==> src/verilog/rfi_pkg.sv <==
// constants, field layout and timing tables for the rom/flash interface
// assumes one memory clock equal to REF_CLK and a classic wishbone register bus
//
// Functional notes
// - chip select only for 0x00000000..0x01ffffff
// - full-speed bit zero doubles every timing
// - writes off at reset; then no strobes
// - output enable still strobed on reads
// - non-sequential code 000..101 gives 7..2 cycles
// - burst code 00 off, 01..11 gives 4..2
// - burst reads step low address bits, four max
// - a write cycle lasts at least three cycles
// - 16-bit no burst: two non-sequential halves
// - 16-bit read with burst: second half uses burst
// - 16-bit bank shifts address; half on line 2
// - lower address half lands in bits 15..0
// - bank config bytes at 0x03200080 and 0x03200084
// - width bit: 0 is 32-bit, 1 16-bit
// - config registers reset to 0x40
// - config reads return last written values
// - read and write strobes reuse io strobe pins
package rfi_pkg;

    // --------------------------------------------------------------
    // address map
    // --------------------------------------------------------------
    localparam logic [31:0] ROM_SPACE_LAST  = 32'h01ffffff;
    localparam logic [31:0] BANK0_CFG_ADDR  = 32'h03200080;
    localparam logic [31:0] BANK1_CFG_ADDR  = 32'h03200084;
    localparam int          BANK_SEL_BIT    = 24;

    // --------------------------------------------------------------
    // configuration byte
    // --------------------------------------------------------------
    typedef struct packed {
        logic       write_allow;    // bit 7
        logic       width16;        // bit 6
        logic       full_speed;     // bit 5
        logic [1:0] burst_time;     // bits 4:3
        logic [2:0] nonseq_time;    // bits 2:0
    } rfi_cfg_t;

    localparam logic [7:0] CFG_RESET = 8'h40;

    // --------------------------------------------------------------
    // timing counts in memory clock cycles
    // --------------------------------------------------------------
    localparam logic [3:0] NONSEQ_SLOWEST  = 4'h7;
    localparam logic [3:0] NONSEQ_FASTEST  = 4'h2;
    localparam logic [2:0] NONSEQ_LAST_DEF = 3'h5;
    localparam logic [3:0] BURST_SLOWEST   = 4'h4;
    localparam logic [3:0] WRITE_MIN_CYC   = 4'h3;

    typedef enum logic [1:0] {
        RFI_IDLE   = 2'b00,
        RFI_STROBE = 2'b01,
        RFI_GAP    = 2'b10,
        RFI_ACK    = 2'b11
    } rfi_state_t;

endpackage : rfi_pkg

==> src/verilog/rfi_rom_flash.sv <==
// rom/flash interface: wishbone slave in front, two rom banks behind
// assumes wishbone classic master on REF_CLK and rom pins sampled on REF_CLK
`timescale 1ns/1ns

module rfi_rom_flash #(
    parameter int LA_W = 26
) (
    // clock and reset
    input  wire logic              REF_CLK,
    input  wire logic              RST,
    // wishbone slave
    input  wire logic              WB_CYC_I,
    input  wire logic              WB_STB_I,
    input  wire logic              WB_WE_I,
    input  wire logic [31:0]       WB_ADR_I,
    input  wire logic [3:0]        WB_SEL_I,
    input  wire logic [31:0]       WB_DAT_I,
    output logic      [31:0]       WB_DAT_O,
    output logic                   WB_ACK_O,
    // rom pins
    output logic                   ROM_CHIP_SELECT_N,
    output logic                   IO_READ_STROBE_N,
    output logic                   IO_WRITE_STROBE_N,
    output logic      [LA_W-1:0]   LATCHED_ADDRESS,
    input  wire logic [31:0]       ROM_DATA_I,
    output logic      [31:0]       ROM_DATA_O,
    output logic                   ROM_DATA_OE
);

    // --------------------------------------------------------------
    // timing helpers
    // --------------------------------------------------------------
    function automatic logic [3:0] scale(input logic [3:0] cyc, input logic full);
        scale = full ? cyc : 4'(cyc << 1);
    endfunction : scale

    function automatic logic [3:0] nonseq_len(input rfi_pkg::rfi_cfg_t c);
        logic [3:0] base;
        if (c.nonseq_time > rfi_pkg::NONSEQ_LAST_DEF) begin
            base = rfi_pkg::NONSEQ_FASTEST;
        end else begin
            base = rfi_pkg::NONSEQ_SLOWEST - {1'b0, c.nonseq_time};
        end
        nonseq_len = scale(base, c.full_speed);
    endfunction : nonseq_len

    function automatic logic [3:0] burst_len(input rfi_pkg::rfi_cfg_t c);
        logic [3:0] base;
        base = rfi_pkg::BURST_SLOWEST + 4'h1 - {2'b00, c.burst_time};
        burst_len = scale(base, c.full_speed);
    endfunction : burst_len

    function automatic logic [3:0] write_len(input logic [3:0] cyc);
        write_len = (cyc < rfi_pkg::WRITE_MIN_CYC) ? rfi_pkg::WRITE_MIN_CYC : cyc;
    endfunction : write_len

    // --------------------------------------------------------------
    // state
    // --------------------------------------------------------------
    rfi_pkg::rfi_state_t state_reg;
    rfi_pkg::rfi_cfg_t   cfg0_reg;
    rfi_pkg::rfi_cfg_t   cfg1_reg;
    logic [3:0]          count_reg;
    logic [3:0]          second_len_reg;
    logic                half_reg;
    logic                is_write_reg;
    logic                wide16_reg;
    logic [15:0]         low_half_reg;
    logic [31:0]         wdata_reg;
    logic                burst_live_reg;
    logic [24:4]         burst_base_reg;
    logic [1:0]          burst_next_reg;

    // --------------------------------------------------------------
    // request decode
    // --------------------------------------------------------------
    logic               req;
    logic               hit_rom;
    logic               hit_cfg0;
    logic               hit_cfg1;
    rfi_pkg::rfi_cfg_t  bank_cfg;
    logic               burst_on;
    logic               seq_hit;
    logic [3:0]         first_len;
    logic [3:0]         next_len;
    logic [LA_W-1:0]    la_first;

    assign req      = WB_CYC_I && WB_STB_I && !WB_ACK_O && state_reg == rfi_pkg::RFI_IDLE;
    assign hit_rom  = WB_ADR_I <= rfi_pkg::ROM_SPACE_LAST;
    assign hit_cfg0 = WB_ADR_I == rfi_pkg::BANK0_CFG_ADDR;
    assign hit_cfg1 = WB_ADR_I == rfi_pkg::BANK1_CFG_ADDR;
    assign bank_cfg = WB_ADR_I[rfi_pkg::BANK_SEL_BIT] ? cfg1_reg : cfg0_reg;
    assign burst_on = bank_cfg.burst_time != 2'b00;

    // a read continues a burst when it is the next word of the same quad
    assign seq_hit = burst_live_reg && burst_on && !WB_WE_I
                     && WB_ADR_I[24:4] == burst_base_reg
                     && WB_ADR_I[3:2] == burst_next_reg;

    always_comb begin
        if (WB_WE_I) begin
            first_len = write_len(nonseq_len(bank_cfg));
            next_len  = write_len(nonseq_len(bank_cfg));
        end else begin
            first_len = seq_hit ? burst_len(bank_cfg) : nonseq_len(bank_cfg);
            next_len  = burst_on ? burst_len(bank_cfg) : nonseq_len(bank_cfg);
        end
    end

    // 16-bit banks move the word address up one place; the half index is line 2
    always_comb begin
        if (bank_cfg.width16) begin
            la_first = LA_W'({WB_ADR_I[24:2], 1'b0, WB_ADR_I[1:0]});
        end else begin
            la_first = LA_W'(WB_ADR_I[24:0]);
        end
    end

    // --------------------------------------------------------------
    // configuration registers
    // --------------------------------------------------------------
    always_ff @(posedge REF_CLK) begin
        if (RST) begin
            cfg0_reg <= rfi_pkg::CFG_RESET;
            cfg1_reg <= rfi_pkg::CFG_RESET;
        end else if (req && WB_WE_I && WB_SEL_I[0]) begin
            if (hit_cfg0) begin
                cfg0_reg <= WB_DAT_I[7:0];
            end
            if (hit_cfg1) begin
                cfg1_reg <= WB_DAT_I[7:0];
            end
        end
    end

    // --------------------------------------------------------------
    // burst tracking
    // --------------------------------------------------------------
    always_ff @(posedge REF_CLK) begin
        if (RST) begin
            burst_live_reg <= 1'b0;
            burst_base_reg <= '0;
            burst_next_reg <= 2'h0;
        end else if (req) begin
            if (hit_rom && !WB_WE_I) begin
                // the quad ends after the fourth word
                burst_live_reg <= WB_ADR_I[3:2] != 2'h3;
                burst_base_reg <= WB_ADR_I[24:4];
                burst_next_reg <= WB_ADR_I[3:2] + 2'h1;
            end else if (WB_WE_I) begin
                burst_live_reg <= 1'b0;
            end
        end
    end

    // --------------------------------------------------------------
    // access sequencer
    // --------------------------------------------------------------
    always_ff @(posedge REF_CLK) begin
        if (RST) begin
            state_reg         <= rfi_pkg::RFI_IDLE;
            count_reg         <= 4'h0;
            second_len_reg    <= 4'h0;
            half_reg          <= 1'b0;
            is_write_reg      <= 1'b0;
            wide16_reg        <= 1'b0;
            low_half_reg      <= 16'h0000;
            wdata_reg         <= 32'h00000000;
            WB_ACK_O          <= 1'b0;
            WB_DAT_O          <= 32'h00000000;
            ROM_CHIP_SELECT_N <= 1'b1;
            IO_READ_STROBE_N  <= 1'b1;
            IO_WRITE_STROBE_N <= 1'b1;
            LATCHED_ADDRESS   <= '0;
            ROM_DATA_O        <= 32'h00000000;
            ROM_DATA_OE       <= 1'b0;
        end else begin
            case (state_reg)
                rfi_pkg::RFI_IDLE: begin
                    if (req) begin
                        is_write_reg   <= WB_WE_I;
                        wide16_reg     <= bank_cfg.width16;
                        wdata_reg      <= WB_DAT_I;
                        second_len_reg <= next_len - 4'h1;
                        half_reg       <= 1'b0;
                        if (hit_rom && (!WB_WE_I || bank_cfg.write_allow)) begin
                            ROM_CHIP_SELECT_N <= 1'b0;
                            IO_READ_STROBE_N  <= WB_WE_I;
                            IO_WRITE_STROBE_N <= !WB_WE_I;
                            LATCHED_ADDRESS   <= la_first;
                            ROM_DATA_OE       <= WB_WE_I;
                            ROM_DATA_O        <= bank_cfg.width16
                                                 ? {16'h0000, WB_DAT_I[15:0]} : WB_DAT_I;
                            count_reg         <= first_len - 4'h1;
                            state_reg         <= rfi_pkg::RFI_STROBE;
                        end else begin
                            // config, unmapped, or rom write while writes are off
                            WB_DAT_O  <= hit_cfg0 ? {24'h000000, cfg0_reg}
                                       : hit_cfg1 ? {24'h000000, cfg1_reg}
                                       : 32'h00000000;
                            WB_ACK_O  <= 1'b1;
                            state_reg <= rfi_pkg::RFI_ACK;
                        end
                    end
                end
                rfi_pkg::RFI_STROBE: begin
                    if (count_reg != 4'h0) begin
                        count_reg <= count_reg - 4'h1;
                    end else if (wide16_reg && !half_reg) begin
                        // first half done: hold it, release strobes one cycle
                        low_half_reg      <= ROM_DATA_I[15:0];
                        IO_READ_STROBE_N  <= 1'b1;
                        IO_WRITE_STROBE_N <= 1'b1;
                        half_reg          <= 1'b1;
                        LATCHED_ADDRESS[2] <= 1'b1;
                        ROM_DATA_O        <= {16'h0000, wdata_reg[31:16]};
                        state_reg         <= rfi_pkg::RFI_GAP;
                    end else begin
                        WB_DAT_O          <= wide16_reg
                                             ? {ROM_DATA_I[15:0], low_half_reg}
                                             : ROM_DATA_I;
                        ROM_CHIP_SELECT_N <= 1'b1;
                        IO_READ_STROBE_N  <= 1'b1;
                        IO_WRITE_STROBE_N <= 1'b1;
                        ROM_DATA_OE       <= 1'b0;
                        WB_ACK_O          <= 1'b1;
                        state_reg         <= rfi_pkg::RFI_ACK;
                    end
                end
                rfi_pkg::RFI_GAP: begin
                    IO_READ_STROBE_N  <= is_write_reg;
                    IO_WRITE_STROBE_N <= !is_write_reg;
                    count_reg         <= second_len_reg;
                    state_reg         <= rfi_pkg::RFI_STROBE;
                end
                rfi_pkg::RFI_ACK: begin
                    WB_ACK_O  <= 1'b0;
                    state_reg <= rfi_pkg::RFI_IDLE;
                end
                default: begin
                    state_reg <= rfi_pkg::RFI_IDLE;
                end
            endcase
        end
    end

endmodule : rfi_rom_flash

==> config.mk <==
export PLATFORM = sky130hd
export DESIGN_NAME = rfi_rom_flash
export DESIGN_NICKNAME = d
export VERILOG_FILES = /design/src/verilog/rfi_pkg.sv /design/src/verilog/rfi_rom_flash.sv
export SDC_FILE = /design/constraint.sdc
export NUM_CORES = 1
export LEC_CHECK = 0
export BUFFER_PORTS_ARGS = -buffer_cell sky130_fd_sc_hd__buf_2
export CORE_MARGIN = 2
export CORE_UTILIZATION = 54
export DETAILED_ROUTE_END_ITERATION = 10
export HOLD_SLACK_MARGIN = 0.08
export PLACE_DENSITY = 0.8
export SLEW_MARGIN = 10
export SYNTH_ARGS = -nofsm -noshare
export SYNTH_HDL_FRONTEND = slang
export SYNTH_SLANG_ARGS = --single-unit
==> constraint.sdc <==
create_clock -name REF_CLK -period 2.9 [get_ports REF_CLK]
set_input_delay 0.435 -clock REF_CLK [delete_from_list [all_inputs] [get_ports REF_CLK]]
set_output_delay 0.435 -clock REF_CLK [all_outputs]
set_load 0.02 [all_outputs]
==> metrics.txt <==
TritonCTS clock tree done; WL final 21900 µm; area grow syn2layout 23.0%; initial drt markers 534; Worst-path clk slew 70 ps; vias per cell 5.64; NetSw 2.58 mW; Ys Warns 0; cell taking the most area after synthesis dfxtp_1; vias in the first global route 7100; cts bufs inserted 17; CP Data Arrival Time 2970 ps; Max Clock Freq 383 MHz; vias 7654; Largest regs ROM_DATA_O x32, WB_DAT_O x32, LATCHED_ADDRESS x26; hold_sp WB_DAT_I[25]; clock buffer depth 2; clock network fraction of total power 32.3%; Pleak 4.04 nW; top cells by area, synth dfxtp_1 (43%), mux2i_1 (11%), a21oi_1 (7.3%); Final nets 1271; Slew @ Worst Pin 622 ps; Port Buffers 196; post-DP HPWL 15500 µm; Die ar. 16500 µm²; Synth Area per Inst 8.52 µm²; hold-critical path depth 3; Post-Synthesis Cells 980; sequential area share after synthesis 43.2%; DRC 0; Max IR drop VDD 0.438 mV; reg-to-reg critical path endpoint WB_DAT_O[27]; CP Class reg2reg; r2r setup slk 290 ps; number of synthesized flops with an enable pin 0; max_slew headroom 58.5%; commonest cells in the netlist dfxtp_1 (180), nand2_1 (132), nor2_1 (129); endpoints failing setup 0; Top-Level Pins 200; period utilisation layout 90.0%; Initial DRT Pass Iterations 5; top-count cell post-synth dfxtp_1; Die H 128 µm; reg2reg start state_reg[0]; Final ANT Viol Nets 0; total track usage 26.5%; Sw Share 33.8%; share of layout cells above drive strength 1 26.1%; Tmin final 2610 ps; Max Slew Vio Count 0; Worst EP required 3260 ps; setup tns final 0 ps; CTS Sinks 180; GRT Residual Overflow 0; Synth Register Bits 180; Sequential Power Share 37.5%; row cnt 45; hold crit path type in2reg; Wirelength per Cell 16.2 µm; Post-Syn Area 8350 µm²; H-tree levels 4; critical path capture point type register; PwrDens 742 nW/µm²; FFs w/ async S/R, synth 0%; RSZ-0062 raised after global routing no; Final Hold Vio Count 0; multi-input combinational cell area 4460 µm²; RD Place Congestion 0.930; combinational share of power 30.2%; run status finished, final reports clean; largest net degree at the start of global routing 73; syn nets 1096; Unique masters post-synth 52; Critical Path Fanout Max 24; top cell type's share of synthesized area 43.2%; # Max-Cap Violations 0; initial antenna violation count 1; Register Area 3600 µm²; Hold Path Sink wdata_reg[25]; Post-synth top flop dfxtp_1; worst-skew pair later-pin latency 440 ps; core area 15100 µm²; internal power 5.04 mW; Root Driver clkbuf_16; fin util 67.8%; first-pass GRT wire length 35000 µm; die width 128 µm; Worst setup SP type register; Filler cells 1267; initial cell density of the core 55.1%; Clock Skew 7.21 ps; cells on worst reg2reg path 10
## worst max-delay path by stage
stage	slack [ps]	from	cells after the start	endpoint
floorplan	250	WB_ADR_I[29]	7	count_reg[3]
global route	6	burst_base_reg[16]	9	count_reg[2]
detailed placement	70	WB_ADR_I[29]	8	WB_DAT_O[7]
CTS	290	state_reg[1]	10	ROM_DATA_O[2]
finish	290	state_reg[0]	10	WB_DAT_O[27]
global placement	140	WB_ADR_I[29]	8	WB_DAT_O[7]
## power groups by stage
stage / Clock [mW] / Sequential [mW] / Combinational (mW)
after floorplan: 0 / 3.08 / 1.37
after CTS: 2.49 / 2.85 / 2.29
after global routing: 2.59 / 2.89 / 2.52
final: 2.46 / 2.86 / 2.30
after global placement: 0 / 2.90 / 2.24
after detailed placement: 0 / 2.91 / 2.27
## cells in the final DEF (no fill, tap or decap), types with 5 or more instances in the layout
master | netlist | final
a211o_1 | 14 | 14
a211oi_1 | 30 | 30
a21oi_1 | 121 | 120
a221oi_1 | 9 | 9
buf_12 | 0 | 6
buf_2 | 5 | 195
buf_4 | 0 | 25
clkbuf_16 | 0 | 17
dfxtp_1 | 180 | 180
ha_1 | 11 | 10
inv_1 | 11 | 11
mux2_2 | 28 | 28
mux2i_1 | 93 | 92
nand2_1 | 132 | 132
nand3_1 | 45 | 45
nor2_1 | 129 | 129
nor2b_1 | 8 | 8
nor3_1 | 5 | 5
nor4_1 | 8 | 7
or2_2 | 6 | 6
xnor2_1 | 8 | 8
xor2_1 | 16 | 16
## area by class of cell
| cell class | instances | area share, % |
|---|---|---|
| tap | 188 | 2.29 |
| multi-input combinational | 718 | 43.5 |
| clock inverter | 12 | 1.72 |
| sequential | 180 | 35.1 |
| antenna | 1 | 0.0244 |
| inverter | 11 | 0.402 |
| timing repair buffer | 227 | 12.6 |
| clock buffer | 19 | 4.41 |
## critical path, stage by stage, from the launching register on
cell and delay, ps:
dfxtp_1 440, inv_1 90, ha_1 330, inv_1 200
o22ai_1 210, a21o_1 230, or2_2 290, nor2_1 110
buf_4 300, nand3_1 130, a21oi_1 190
## cells by family after synthesis
family	synth area share, %
mux	14.9
xor+xnor	2.52
fa+ha+maj	1.65
flops	43.2
buf+inv	3.78
simple gates	19.2
compound gates	14.8
## metal layers
layer,wire (µm),track usage (%),up-vias
met5,0,0,-
met4,410,9.18,0
met3,1380,7.15,31
met2,10600,43.1,214
met1,9560,34.3,3634
li1,-,-,3775
## what timing repair did
item | 4_1_cts | 5_1_grt
setup buffers | 0 | 0
hold buffers | 0 | 0
gates resized for setup | 0 | 2
endpoints found under the setup margin | 0 | 15
## stage by stage
| step | instance area (µm²) | power, mW | worst slack, ps | instances | hold WS [ps] |
|---|---|---|---|---|---|
| detailed placement | 9630 | 5.18 | 73.9 | 1324 | 442 |
| global route | 10300 | 7.99 | 6.11 | 1356 | 239 |
| finish | 10300 | 7.62 | 290 | 1356 | 247 |
| floorplan | 8350 | 4.45 | 251 | 980 | 432 |
| global placement | 9630 | 5.14 | 140 | 1324 | 434 |
| CTS | 10300 | 7.63 | 288 | 1355 | 235 |
Power figures use the tool's default switching activity.
